File: src/verilog/rsq_pkg.sv
package rsq_pkg;
  // ==========================================================================
  // sizes and timing
  // ==========================================================================
  localparam int RAIL_COUNT = 3;
  localparam int STEP_COUNT = 2;
  localparam int SYNC_W = 11;
  localparam int CLK_PERIOD_PS = 5000;
  localparam int DELAY_TICK_NS = 1000;
  // least time, so round up to whole cycles
  localparam int TICK_CYCLES = (DELAY_TICK_NS * 1000 + CLK_PERIOD_PS - 1) / CLK_PERIOD_PS;
  localparam logic [7:0] TICK_LAST = 8'(TICK_CYCLES - 1);

  // ==========================================================================
  // sequencer states
  // ==========================================================================
  typedef enum logic [3:0] {
    RSQ_OFF = 4'b0001,
    RSQ_ON_WAIT = 4'b0010,
    RSQ_ON = 4'b0100,
    RSQ_OFF_WAIT = 4'b1000
  } rsq_state_type;

  // ==========================================================================
  // factory image: trigger source per output, scaling from pin or bits
  // ==========================================================================
  localparam logic [2:0] TRIG_INPUT_OK = 3'h0;
  localparam logic [2:0] TRIG_EXT_GOOD = 3'h1;
  localparam logic [2:0] TRIG_GPIO = 3'h2;
  localparam logic [2:0] TRIG_RAIL_OK0 = 3'h3;
  localparam logic [2:0] TRIG_RAIL_OK1 = 3'h4;
  localparam logic [2:0] TRIG_RAIL_OK2 = 3'h5;
  localparam logic [2:0] TRIG_SEL [RAIL_COUNT] = '{TRIG_INPUT_OK, TRIG_RAIL_OK0, TRIG_RAIL_OK1};
  localparam logic SCALE_FROM_PIN = 1'b0;
  localparam int GPIO_OK_RAIL = 2;

  // ==========================================================================
  // register map
  // ==========================================================================
  localparam int CFG_COUNT = 6;
  localparam logic [7:0] ON_DLY_OFS = 8'h00;
  localparam logic [7:0] OFF_DLY_OFS = 8'h04;
  localparam logic [7:0] STEP_ONE_OFS = 8'h08;
  localparam logic [7:0] STEP_TWO_OFS = 8'h0c;
  localparam logic [7:0] LIN_SET_OFS = 8'h10;
  localparam logic [7:0] SCALE_OFS = 8'h14;
  localparam logic [7:0] STATUS_OFS = 8'h18;
  localparam logic [7:0] TARGET_OFS = 8'h1c;
  localparam int SCALE_IDX = 5;
  localparam logic [31:0] CFG_MASK [CFG_COUNT] = '{32'h0000_0fff, 32'h0000_0fff,
    32'h0000_3f3f, 32'h0000_3f3f, 32'h0000_003f, 32'h0000_03f7};
  localparam logic [31:0] CFG_RESET [CFG_COUNT] = '{32'h0000_0210, 32'h0000_0012,
    32'h0000_0406, 32'h0000_0a10, 32'h0000_0018, 32'h0000_0040};

  // ==========================================================================
  // setpoint code to millivolts
  // ==========================================================================
  localparam logic [15:0] BASE_MV = 16'h0258;
  localparam logic [15:0] STEP_MV = 16'h0032;

  typedef struct packed {
    logic [5:0] alternate;
    logic [5:0] primary;
  } rsq_step_set_type;
endpackage

File: src/verilog/rsq_sequencer.sv
`timescale 1ns/1ps
// How it works
// - every output owns an independent turn-on trigger.
// - trigger is another rail power ok, input supply ok, or a pin.
// - rail-triggered output waits until its source rail reports power ok.
// - trigger choice is fixed by the factory image, not by writes.
// - active trigger starts that output's own turn-on delay, then enable.
// - inactive trigger starts that output's own turn-off delay, then disable.
// - delay fields are writable and reset to factory defaults.
// - turn-off delays also apply on light sleep, deep sleep, shutdown.
// - fault turns every output off at once, no delay.
// - step-down rails use the primary setpoint when active, no scaling.
// - alternate setpoint optionally used in scaling, light and deep sleep.
// - linear regulator has one writable setpoint with factory default.
// - scaling never changes sequencing state, only the regulation target.
// - alternate setpoint while scaling trigger active or its sleep bit set in sleep, primary otherwise.
// - one factory-chosen pin can request scaling for both step-down rails.
// - three writable request bits; a 1 scales every rail bound to it.
// - each step-down rail selects which request bit controls its scaling.
// - default: rail one never scales, rail two follows request bit a.
// - scaling comes from the pin or from the request bits, never both.
// - an output pin mirrors one rail's power ok for external supplies.
// - an input pin carries an external supply's power good as trigger.
// - setpoint voltage is 600 mV plus 50 mV per code step.
module rsq_sequencer (
  input wire logic clk_i,
  input wire logic rst_i,
  input wire logic wb_cyc_i,
  input wire logic wb_stb_i,
  input wire logic wb_we_i,
  input wire logic [7:0] wb_adr_i,
  input wire logic [3:0] wb_sel_i,
  input wire logic [31:0] wb_dat_i,
  output logic [31:0] wb_dat_o,
  output logic wb_ack_o,
  input wire logic input_supply_ok_i,
  input wire logic external_power_good_i,
  input wire logic gpio_trigger_i,
  input wire logic gpio_scaling_i,
  input wire logic [2:0] power_ok_signal_i,
  input wire logic light_sleep_i,
  input wire logic deep_sleep_state_i,
  input wire logic shutdown_i,
  input wire logic fault_i,
  output logic [2:0] rail_enable_o,
  output logic [5:0] step_one_setpoint_o,
  output logic [5:0] step_two_setpoint_o,
  output logic [5:0] linear_reg_setpoint_o,
  output logic gpio_power_ok_o,
  output logic gpio_power_ok_oe_o
);
  localparam int RC = rsq_pkg::RAIL_COUNT;

  // ==========================================================================
  // pin synchronisers: three flops, a change counts once flops two and three agree
  // ==========================================================================
  logic [rsq_pkg::SYNC_W-1:0] sync_raw;
  logic [rsq_pkg::SYNC_W-1:0] s1_reg, s2_reg, s3_reg, filt_reg;
  logic [rsq_pkg::SYNC_W-1:0] filt_next;

  assign sync_raw = {fault_i, shutdown_i, deep_sleep_state_i, light_sleep_i, gpio_scaling_i,
                     power_ok_signal_i, gpio_trigger_i, external_power_good_i, input_supply_ok_i};

  always_comb begin
    filt_next = (~(s2_reg ^ s3_reg) & s3_reg) | ((s2_reg ^ s3_reg) & filt_reg);
  end

  always_ff @(posedge clk_i) begin
    if (rst_i) begin
      s1_reg <= '0;
      s2_reg <= '0;
      s3_reg <= '0;
      filt_reg <= '0;
    end else begin
      s1_reg <= sync_raw;
      s2_reg <= s1_reg;
      s3_reg <= s2_reg;
      filt_reg <= filt_next;
    end
  end

  logic [2:0] rail_ok_f;
  logic fault_f, shutdown_f, sleep_any, scale_pin_f;
  logic [5:0] src_vec;
  assign rail_ok_f = filt_reg[5:3];
  assign scale_pin_f = filt_reg[6];
  assign sleep_any = filt_reg[7] | filt_reg[8];
  assign shutdown_f = filt_reg[9];
  assign fault_f = filt_reg[10];
  assign src_vec = {rail_ok_f, filt_reg[2:0]};

  // ==========================================================================
  // delay tick divider
  // ==========================================================================
  logic [7:0] div_reg, div_next;
  logic tick_reg, tick_next;

  always_comb begin
    tick_next = (div_reg == rsq_pkg::TICK_LAST);
    div_next = tick_next ? 8'h00 : div_reg + 8'h01;
  end

  always_ff @(posedge clk_i) begin
    if (rst_i) begin
      div_reg <= 8'h00;
      tick_reg <= 1'b0;
    end else begin
      div_reg <= div_next;
      tick_reg <= tick_next;
    end
  end

  // ==========================================================================
  // configuration registers over wishbone
  // ==========================================================================
  logic [31:0] cfg_reg [rsq_pkg::CFG_COUNT];
  logic [31:0] cfg_next [rsq_pkg::CFG_COUNT];
  logic [31:0] dat_reg, dat_next;
  logic ack_reg, ack_next;
  logic [31:0] status_word, target_word;
  logic [31:0] lane_mask;
  logic access;

  assign access = wb_cyc_i & wb_stb_i & ~ack_reg;
  assign lane_mask = {{8{wb_sel_i[3]}}, {8{wb_sel_i[2]}}, {8{wb_sel_i[1]}}, {8{wb_sel_i[0]}}};

  always_comb begin
    ack_next = access;
    dat_next = 32'h0000_0000;
    for (int r = 0; r < rsq_pkg::CFG_COUNT; r++) begin
      cfg_next[r] = cfg_reg[r];
      // byte lanes honoured; reserved bits never stick
      if (access && wb_we_i && wb_adr_i == 8'(r * 4)) begin
        cfg_next[r] = ((cfg_reg[r] & ~lane_mask) | (wb_dat_i & lane_mask))
                      & rsq_pkg::CFG_MASK[r];
      end
      if (access && !wb_we_i && wb_adr_i == 8'(r * 4)) begin
        dat_next = cfg_reg[r];
      end
    end
    if (access && !wb_we_i && wb_adr_i == rsq_pkg::STATUS_OFS) begin
      dat_next = status_word;
    end
    if (access && !wb_we_i && wb_adr_i == rsq_pkg::TARGET_OFS) begin
      dat_next = target_word;
    end
  end

  always_ff @(posedge clk_i) begin
    if (rst_i) begin
      for (int r = 0; r < rsq_pkg::CFG_COUNT; r++) begin
        cfg_reg[r] <= rsq_pkg::CFG_RESET[r];
      end
      dat_reg <= 32'h0000_0000;
      ack_reg <= 1'b0;
    end else begin
      for (int r = 0; r < rsq_pkg::CFG_COUNT; r++) begin
        cfg_reg[r] <= cfg_next[r];
      end
      dat_reg <= dat_next;
      ack_reg <= ack_next;
    end
  end

  assign wb_dat_o = dat_reg;
  assign wb_ack_o = ack_reg;

  // ==========================================================================
  // per-output sequencing
  // ==========================================================================
  rsq_pkg::rsq_state_type state_reg [RC];
  rsq_pkg::rsq_state_type state_next [RC];
  logic [3:0] cnt_reg [RC];
  logic [3:0] cnt_next [RC];
  logic [3:0] on_dly [RC];
  logic [3:0] off_dly [RC];
  logic [RC-1:0] trig, en_reg, en_next;

  always_comb begin
    for (int i = 0; i < RC; i++) begin
      on_dly[i] = cfg_reg[0][4*i +: 4];
      off_dly[i] = cfg_reg[1][4*i +: 4];
      // factory-fixed source; sleep and shutdown drop it so off delays apply
      trig[i] = src_vec[rsq_pkg::TRIG_SEL[i]] & ~sleep_any & ~shutdown_f;
      state_next[i] = state_reg[i];
      cnt_next[i] = cnt_reg[i];
      unique case (state_reg[i])
        rsq_pkg::RSQ_OFF: begin
          if (!fault_f && trig[i]) begin
            state_next[i] = (on_dly[i] == 4'h0) ? rsq_pkg::RSQ_ON : rsq_pkg::RSQ_ON_WAIT;
            cnt_next[i] = on_dly[i];
          end
        end
        rsq_pkg::RSQ_ON_WAIT: begin
          if (fault_f || !trig[i]) begin
            state_next[i] = rsq_pkg::RSQ_OFF;
          end else if (tick_reg) begin
            cnt_next[i] = cnt_reg[i] - 4'h1;
            if (cnt_reg[i] <= 4'h1) begin
              state_next[i] = rsq_pkg::RSQ_ON;
            end
          end
        end
        rsq_pkg::RSQ_ON: begin
          if (fault_f) begin
            state_next[i] = rsq_pkg::RSQ_OFF;
          end else if (!trig[i]) begin
            state_next[i] = (off_dly[i] == 4'h0) ? rsq_pkg::RSQ_OFF : rsq_pkg::RSQ_OFF_WAIT;
            cnt_next[i] = off_dly[i];
          end
        end
        rsq_pkg::RSQ_OFF_WAIT: begin
          if (fault_f) begin
            state_next[i] = rsq_pkg::RSQ_OFF;
          end else if (trig[i]) begin
            state_next[i] = rsq_pkg::RSQ_ON;
          end else if (tick_reg) begin
            cnt_next[i] = cnt_reg[i] - 4'h1;
            if (cnt_reg[i] <= 4'h1) begin
              state_next[i] = rsq_pkg::RSQ_OFF;
            end
          end
        end
        default: begin
          state_next[i] = rsq_pkg::RSQ_OFF;
        end
      endcase
      en_next[i] = (state_next[i] == rsq_pkg::RSQ_ON) || (state_next[i] == rsq_pkg::RSQ_OFF_WAIT);
    end
  end

  always_ff @(posedge clk_i) begin
    if (rst_i) begin
      for (int i = 0; i < RC; i++) begin
        state_reg[i] <= rsq_pkg::RSQ_OFF;
        cnt_reg[i] <= 4'h0;
      end
      en_reg <= '0;
    end else begin
      for (int i = 0; i < RC; i++) begin
        state_reg[i] <= state_next[i];
        cnt_reg[i] <= cnt_next[i];
      end
      en_reg <= en_next;
    end
  end

  assign rail_enable_o = en_reg;

  // ==========================================================================
  // setpoint selection; independent of sequencing state
  // ==========================================================================
  rsq_pkg::rsq_step_set_type step_set [rsq_pkg::STEP_COUNT];
  logic [2:0] req_bits;
  logic [1:0] src_sel [rsq_pkg::STEP_COUNT];
  logic [1:0] sleep_alt, scale_act, use_alt;
  logic [5:0] set_reg [rsq_pkg::STEP_COUNT];
  logic [5:0] set_next [rsq_pkg::STEP_COUNT];
  logic [5:0] lin_reg;
  logic ok_out_reg;
  logic [15:0] mv [rsq_pkg::STEP_COUNT];

  always_comb begin
    // alternate code sits in the upper byte; bits 7:6 are reserved and dropped
    step_set[0] = {cfg_reg[2][13:8], cfg_reg[2][5:0]};
    step_set[1] = {cfg_reg[3][13:8], cfg_reg[3][5:0]};
    req_bits = cfg_reg[rsq_pkg::SCALE_IDX][2:0];
    src_sel[0] = cfg_reg[rsq_pkg::SCALE_IDX][5:4];
    src_sel[1] = cfg_reg[rsq_pkg::SCALE_IDX][7:6];
    sleep_alt = cfg_reg[rsq_pkg::SCALE_IDX][9:8];
    for (int b = 0; b < rsq_pkg::STEP_COUNT; b++) begin
      // code 0 leaves the rail unscaled, 1 to 3 pick request a to c
      if (rsq_pkg::SCALE_FROM_PIN) begin
        scale_act[b] = scale_pin_f;
      end else begin
        scale_act[b] = (src_sel[b] != 2'h0) && req_bits[src_sel[b] - 2'h1];
      end
      use_alt[b] = scale_act[b] | (sleep_alt[b] & sleep_any);
      set_next[b] = use_alt[b] ? step_set[b].alternate : step_set[b].primary;
      mv[b] = rsq_pkg::BASE_MV + 16'(set_reg[b]) * rsq_pkg::STEP_MV;
    end
  end

  always_ff @(posedge clk_i) begin
    if (rst_i) begin
      set_reg[0] <= 6'h00;
      set_reg[1] <= 6'h00;
      lin_reg <= 6'h00;
      ok_out_reg <= 1'b0;
    end else begin
      set_reg[0] <= set_next[0];
      set_reg[1] <= set_next[1];
      lin_reg <= cfg_reg[4][5:0];
      ok_out_reg <= rail_ok_f[rsq_pkg::GPIO_OK_RAIL];
    end
  end

  assign step_one_setpoint_o = set_reg[0];
  assign step_two_setpoint_o = set_reg[1];
  assign linear_reg_setpoint_o = lin_reg;
  assign gpio_power_ok_o = ok_out_reg;
  // push-pull output, always driven
  assign gpio_power_ok_oe_o = 1'b1;

  assign status_word = {14'h0000, scale_act, 1'b0, rail_ok_f, state_reg[2], state_reg[1],
                        state_reg[0]};
  assign target_word = {mv[1], mv[0]};

  genvar g;
  generate
    for (g = 0; g < RC; g++) begin : g_chk

    end
  endgenerate
endmodule

File: config.mk
export PLATFORM = sky130hd
export DESIGN_NAME = rsq_sequencer
export DESIGN_NICKNAME = d
export VERILOG_FILES = /design/src/verilog/rsq_pkg.sv /design/src/verilog/rsq_sequencer.sv
export SDC_FILE = /design/constraint.sdc
export NUM_CORES = 1
export LEC_CHECK = 0
export BUFFER_PORTS_ARGS = -buffer_cell sky130_fd_sc_hd__buf_2
export CORE_MARGIN = 5
export CORE_UTILIZATION = 55
export DETAILED_ROUTE_END_ITERATION = 7
export PLACE_DENSITY = 0.83
export SLEW_MARGIN = 20
export SYNTH_ARGS = -nofsm -noshare
export SYNTH_HDL_FRONTEND = slang
export SYNTH_SLANG_ARGS = --single-unit
File: constraint.sdc
create_clock -name clk_i -period 3.89 [get_ports clk_i]
set_input_delay 0.1945 -clock clk_i [delete_from_list [all_inputs] [get_ports clk_i]]
set_output_delay 0.1945 -clock clk_i [all_outputs]
set_load 0.02 [all_outputs]
### Yosys cells after proc, flatten, opt, wreduce, memory -nomap -nowiden

Memory sizes are Yosys's and may differ from the RTL's.
Index checks and enable logic that the tools add are counted.
W data, S select, Z words.

* add/sub/neg operators: 8
* $mul: 2
* order comparisons: 5
* equality and inequality tests: 26
* muxes and demuxes: 100
* bitwise gates (word level): 49
* reduce and logical (&&, ||, !) cells: 42

Operator list (count)
* $mux W32: 20
* $mux W4: 60
* $pmux W4 S4: 6
* $and A14 B14 Y14: 3
* $eq A8 B5 Y1 const B: 4
* $or A14 B14 Y14: 2
* $add A10 B12 Y13 const A: 2
* $and A12 B12 Y12: 2
* $eq A4 B3 Y1 const B: 6
* $eq A4 B4 Y1 const B: 6
* $logic_not A4 Y1: 6
* $mux W6: 4
* $or A12 B12 Y12: 2
* $and A11 B11 Y11: 2
* $mul A6 B5 Y11 const B: 2
* $logic_and A1 B1 Y1: 21
* $or A1 B1 Y1: 17
* $eq A8 B4 Y1 const B: 2
* $not A14 Y14: 1
* $eq A4 B1 Y1 const B: 3
* $eq A4 B2 Y1 const B: 3
* $le A4 B1 Y1 const B: 3
* $sub A4 B1 Y4 const B: 3
* $not A11 Y11: 1
* other kinds (21): 51

* register bits: 96
* bits in writable memories: 228
* output and inout port bits: 56
* memories kept: 4

Memory list
* cfg_reg: words 6, width 32, read ports 6, clocked after memory_dff 0, wr ports 6, line rsq_sequencer.sv:116 `logic [31:0] cfg_reg [rsq_pkg::CFG_COUNT];`
* cnt_reg: words 3, width 4, read ports 3, clocked after memory_dff 0, wr ports 3, line rsq_sequencer.sv:173 `logic [3:0] cnt_reg [RC];`
* set_reg: words 2, width 6, read ports 2, clocked after memory_dff 0, wr ports 2, line rsq_sequencer.sv:257 `logic [5:0] set_reg [rsq_pkg::STEP_COUNT];`
* state_reg: words 3, width 4, read ports 3, clocked after memory_dff 0, wr ports 3, line rsq_sequencer.sv:171 `rsq_pkg::rsq_state_type state_reg [RC];`

### Logic depth before layout (Yosys ltp)

Gate-level depths: netlist of run 1.

* depth in word-level cells: 12
* mapped depth: 12
* depth with buffers taken out: 12

### Worst setup path before layout of run 1

OpenSTA, ideal clock, no wires.

* kind: register -> register
* start point: mem set_reg[1][2] (netlist: set_reg[0][8])
* end point: reg dat_reg[27] (netlist: wb_dat_o[27])
* setup time: 0.128 ns
* arrival: 2.869 ns
* data required time: 3.762 ns
* setup slack: 0.894 ns
* stages on the path, launching flop included: 11
* buffers on the path: 0
* period minus slack after synthesis: 2.996 ns
* cells stage by stage: dfxtp_1 -> ha_1 -> ha_1 -> ha_1 -> ha_1 -> nor2b_1 -> o31a_1 -> or4b_1 -> o311ai_1 -> xor2_1 -> nor2_1

RTL lines
* start: declaration: line rsq_sequencer.sv:257
* end signal: assignment: line rsq_sequencer.sv:160 `dat_reg <= dat_next;`
* end: declaration: line rsq_sequencer.sv:118 `logic [31:0] dat_reg, dat_next;`

==> reports/qor.csv, run 1 <==
stage,metric,value,unit
timing,relSlewSlack,0.388,
finish,finalNetCount,1177,
critical_path,crit_required,4.19,ns
cts,cts_tree,yes,
finish,stdcell_area,0.0103,mm2
critical_path,crit_cells,10,
finish,drive_gt1_frac,0.152,
pwr,peakVddDrop,0.000314,V
cts,post_cts_resized,0,
pwr,swShare,0.241,
grt,antenna_found_initial,1,
critical_path,crit_arrival,3.48,ns
min_path,worstHoldStart,wb_dat_i[7],
status,status,finished clean,
cts,post_cts_buffers,0,
grt,grt_pass1_wl,36.3,mm
critical_path,slowest_stage,dfxtp_1,
routing,vias,7689,
die,dieArea,0.0193,mm2
cts,cts-buffers-inserted,17,
timing,final.setup.tns,0,ns
critical_path,reg2reg_from,set_reg[0][8],
timing,hold_viol,0,
critical_path,start_kind,flop,
critical_path,crit_path_end_kind,flop,
timing,rsz0062_at_grt,false,
placed_design,io_buffers,87,
cts,root_buffer,clkbuf_16,
cts,worst_skew_pair.late_latency,0.43,ns
finish,finish.utilization,0.629,
critical_path,critPathMaxFanout,6,
pwr,seq_power_share,0.487,
pwr,p_leak,0.00426,uW
cts,ctsHoldBuffers,8,
die,fp.dieH,139,um
placed_design,dpl_cell_area,0.00965,mm2
synthesis,synth.distinct_cells,76,
critical_path,timing.critical_path.cells,"ha_1, ha_1, ha_1, inv_1, fa_1, xnor2_1, nor4bb_1, o21ai_0, xor2_1, nor2_1",
timing,tightest_slew,0.915,ns
job,max-cap-violations,0,
timing,fin_worst_skew,0.00874,ns
critical_path,regToRegSetupSlack,0.71,ns
finish,final_common_cell,dfxtp_1,
synthesis,synth_top_flop_cell,dfxtp_1,
finish,layout_common_cells,"dfxtp_1 (179), nor2_1 (124), buf_2 (86), nand2_1 (72), mux2i_1 (70)",
synthesis,seq_area_frac_synth,0.391,
cts,clk_pin_slew,0.07,ns
pwr,finalPower,3820,uW
pwr,p_per_area,369,mW/mm2
grt,grt_use_total,0.227,
timing,min_period,3.18,ns
synthesis,ys_ff_latch,179,
synthesis,synth_area_per_cell,9.24,um2
pwr,power_switching,923,uW
critical_path,reg2reg_depth,10,
min_path,hold_path_class,input pin to flop,
timing,fin_crit_sh,0.818,
synthesis,synth_edf_count,0,
routing,drt_iter0_drc,650,
critical_path,critPathKind,flop to flop,
die,die-width,139,um
routing,routed_via_density,5.95,
timing,setup_violations,0,
critical_path,cpMostUsedCell,ha_1,
routing,wl_per_cell,17.1,um
timing,max_freq,314,MHz
routing,drc,0,
pwr,intPower,2900,uW
cts,htree_levels,4,
die,coreArea,0.0165,mm2
cts,clock-sinks,179,
critical_path,rr_endpoint,wb_dat_o[27],
routing,ant_nets,0,
timing,slew_viol_final,0,
min_path,hold_depth,3,
pwr,combPwrFrac,0.052,
critical_path,cpPeakStageDelay,0.49,ns
placed_design,place_hpwl,15.9,mm
grt,overflow,0,
synthesis,postSynthCellCount,992,
critical_path,cp_num_buf_inv,1,
die,rows,47,
synthesis,syn_area,0.00916,mm2
cts,cts_buffer_depth,2,
grt,grt_pass1_vias,7373,
synthesis,yosys_warnings,0,
pwr,power_frac_clock,0.462,
finish,syn_to_final_growth,13.0,%
routing,finalWirelength,22.1,mm
placed_design,gp_congestion,0.940,
critical_path,crit_family,adder cells,
routing,drt_pass1_iterations,6,
synthesis,synthArstFlopShare,0,
die,start_util,0.556,
grt,grt_max_degree,77,
die,ioPinCount,116,
-- cells by family (layout without fill, tap and decap cells) --
group                    after synthesis  in the layout  share of synthesized area
multiplexers                          81             81                      0.104
buffers and inverters                 86            163                     0.0418
adder cells (fa/ha/maj)               58             58                     0.0808
flip-flops                           179            179                      0.391
XOR/XNOR                              33             33                     0.0315
AND/OR/NAND/NOR                      363            363                      0.215
other                                  2              6                   0.000820
AO/OA/AOI/OAI                        190            190                      0.136
-- synthesized netlist by cell type, drive strengths merged (19+ instances only) --
cell type	number	share of area
a21oi	44	0.024
buf	31	0.019
clkbuf	22	0.0090
dfxtp	179	0.39
ha	56	0.076
inv	31	0.013
mux2i	70	0.076
nand2	72	0.029
nand3	21	0.012
nor2	124	0.051
nor2b	50	0.034
nor3	19	0.019
o21ai	46	0.025
-- power groups by stage --
stage	sequential (uW)	combinational, uW	clock, uW
2_1_floorplan	1900	129	0
3_3_place_gp	1900	183	0
3_5_place_dp	1900	187	0
4_1_cts	1860	195	1790
5_1_grt	1860	215	1860
6_report	1860	197	1760
-- per-stage QoR --
step / worst slack, ns / instances / hold slack, ns
after floorplan: 0.894 / 995 / 0.312
after global placement: 0.805 / 1252 / 0.402
after detailed placement: 0.694 / 1252 / 0.409
after CTS: 0.682 / 1292 / 0.0267
after global routing: 0.485 / 1293 / 0.0329
final: 0.708 / 1293 / 0.0318
-- worst register-to-register path: stages, from the launching register on --
cell      delay (ns)
dfxtp_1         0.49
ha_1            0.30
ha_1            0.29
ha_1            0.31
inv_1           0.06
fa_1            0.46
xnor2_1         0.28
nor4bb_1        0.45
o21ai_0         0.18
xor2_1          0.18
nor2_1          0.05
-- worst max-delay path by stage --
stage	from	to	slack, ns
floorplan	set_reg[0][8]	wb_dat_o[27]	0.89
global placement	set_reg[0][8]	wb_dat_o[27]	0.81
detailed placement	set_reg[0][8]	wb_dat_o[27]	0.69
CTS	set_reg[0][8]	wb_dat_o[27]	0.68
global route	set_reg[0][2]	wb_dat_o[10]	0.49
finish	set_reg[0][8]	wb_dat_o[27]	0.71
-- per-layer routing --
| layer | track usage | up-vias | wire [um] |
|---|---|---|---|
| li1 | - | 3665 | - |
| met1 | 0.285 | 3668 | 9290 |
| met2 | 0.383 | 308 | 10700 |
| met3 | 0.0493 | 48 | 1460 |
| met4 | 0.0860 | 0 | 582 |
| met5 | 0 | - | 0 |
-- area by class of cell --
cell class | count | area (um2)
fill | 1343 | 6120
multi-input combinational | 730 | 5210
sequential | 179 | 3580
timing repair buffer | 98 | 541
clock buffer | 17 | 425
tap | 220 | 275
clock inverter | 15 | 191
inverter | 33 | 124
antenna | 1 | 2.50
Power figures use the tool's default switching activity.
==> inputs of run 2 (changes only) <==
==> constraint.sdc (replaced) <==
create_clock -name clk_i -period 3.2 [get_ports clk_i]
set_input_delay 0.16 -clock clk_i [delete_from_list [all_inputs] [get_ports clk_i]]
set_output_delay 0.16 -clock clk_i [all_outputs]
set_load 0.02 [all_outputs]
==> reports/qor.csv, run 2 (synthesis results as in run 1) <==
stage,metric,value,unit
cts,cts_buffer_depth,2,
timing,slew_viol_final,0,
finish,diodes,0,
routing,ant_nets,0,
cts,worst_skew_pair.late_latency,0.43,ns
critical_path,crit_required,3.54,ns
die,start_util,0.556,
critical_path,cpMostUsedCell,ha_1,
grt,grt_use_total,0.231,
finish,nFillCells,1313,
timing,relSlewSlack,0.389,
routing,drt_iter0_drc,781,
timing,finalWorstSetupSlack,0.138,ns
critical_path,crit_family,adder cells,
die,fp.dieH,139,um
cts,clock-sinks,179,
critical_path,crit_arrival,3.40,ns
grt,grt_pass1_wl,36.7,mm
grt,groute.layer.met1.usage,0.287,
die,coreArea,0.0165,mm2
finish,drive_gt1_frac,0.163,
finish,fin_cells,1306,
finish,layout_common_cells,"dfxtp_1 (178), nor2_1 (124), buf_2 (86), nand2_1 (72), mux2i_1 (70)",
die,die-width,139,um
die,rows,47,
routing,wl_per_cell,17.4,um
timing,rsz0062_at_grt,false,
cts,cts-buffers-inserted,17,
finish,regArea,0.00358,mm2
grt,overflow,0,
cts,cts_tree,yes,
timing,fin_worst_skew,0.00922,ns
placed_design,dpl_cell_area,0.00971,mm2
placed_design,gp_congestion,0.937,
grt,antenna_found_initial,1,
critical_path,critPathMaxFanout,4,
min_path,hold_path_class,input pin to flop,
cts,post_cts_buffers,0,
routing,routed_via_density,5.93,
timing,max_freq,327,MHz
grt,grt_pass1_vias,7433,
die,ioPinCount,116,
critical_path,cpPeakStageDelay,0.43,ns
grt,grt_max_degree,78,
critical_path,start_kind,flop,
critical_path,timing.critical_path.cells,"ha_1, ha_1, ha_1, ha_1, o21ai_0, nor2_1, or2_1, o21bai_1, xnor2_1, a221oi_2",
timing,min_period,3.06,ns
routing,finalWirelength,22.7,mm
placed_design,dp.cells,1260,
die,dieArea,0.0193,mm2
routing,drc,0,
critical_path,slowest_stage,dfxtp_1,
finish,final_common_cell,dfxtp_1,
critical_path,crit_path_end_kind,flop,
timing,tightest_slew,0.908,ns
cts,root_buffer,clkbuf_16,
finish,stdcell_area,0.0105,mm2
pwr,p_per_area,435,mW/mm2
cts,htree_levels,4,
pwr,peakVddDrop,0.000424,V
timing,fin_crit_sh,0.957,
placed_design,pre_cts_slack,-0.0126,ns
grt,grtUsageMet3,0.0534,
status,status,finished clean,
finish,finalNetCount,1191,
grt,use_met2,0.386,
finish,multiInputGateArea,0.00524,mm2
placed_design,io_buffers,87,
job,max-cap-violations,0,
critical_path,critPathKind,flop to flop,
pwr,p_leak,0.00430,uW
placed_design,place_hpwl,16.2,mm
finish,syn_to_final_growth,14.1,%
cts,clk_pin_slew,0.07,ns
grt,grt.busiest_layer,met2,
critical_path,cp_num_buf_inv,0,
routing,vias,7740,
timing,hold_viol,0,
routing,drt_pass1_iterations,6,
timing,setup_violations,0,
==> run 2: changes by cell type in the layout (fill, tap and decap cells not counted), moves of 2 or more <==
cell / before / now
clkinv_8: 2 / 0
a211oi_1: 17 / 15
a211oi_2: 0 / 2
clkinvlp_4: 2 / 4
dlygate4sd3_1: 8 / 14
buf_4: 4 / 12
==> run 2: tightest hold or removal path: stages <==
cell and delay, ns:
buf_2 0.11, nand3b_4 0.09, nor2_1 0.04
==> run 2: power breakdown <==
group / total, uW / internal [uW] / leakage (uW) / switching (uW)
combinational: 251 / 94.0 / 0.00258 / 157
clock: 2040 / 1090 / 0.000271 / 943
sequential: 2260 / 2250 / 0.00145 / 12.7
total: 4550 / 3430 / 0.00430 / 1110
==> run 2: routing by layer <==
layer,vias up,share of wire
met5,-,0
met3,67,0.071
li1,3683,-
met4,0,0.034
met2,286,0.48
met1,3704,0.42
==> run 2: final timing paths <==
| path | startpoint | endpoint | slack [ns] | depth (start not counted) |
|---|---|---|---|---|
| worst min register to register | s1_reg[7] | s2_reg[7] | 0.44 | 1 |
| worst max register to register | set_reg[0][3] | wb_dat_o[10] | 0.14 | 10 |
| worst min-delay path | wb_stb_i | wb_ack_o | 0.006 | 3 |
| worst max-delay path | set_reg[0][3] | wb_dat_o[10] | 0.14 | 10 |
==> run 2: final cells by class <==
cell class                 count  share of cell area
timing repair buffer         112              0.0632
clock inverter                15              0.0142
multi-input combinational    730               0.501
inverter                      33              0.0118
tap                          220              0.0263
clock buffer                  17              0.0407
sequential                   179               0.343
==> run 2: stage by stage <==
stage               TNS (ns)  hold WS (ns)  power, uW  utilization
global route               0        0.0221       4680        0.635
global placement           0         0.367       2540        0.590
CTS                        0       0.00236       4560        0.633
detailed placement   -0.0126         0.376       2540        0.590
floorplan                  0         0.278       2470            -
finish                     0       0.00604       4550        0.635
==> run 2: what timing repair did <==
item	in CTS	in global routing
pin swaps	0	0
setup endpoints to repair	1	3
endpoints found under the hold margin	17	0
gates resized for setup	1	5
hold buffers	14	0
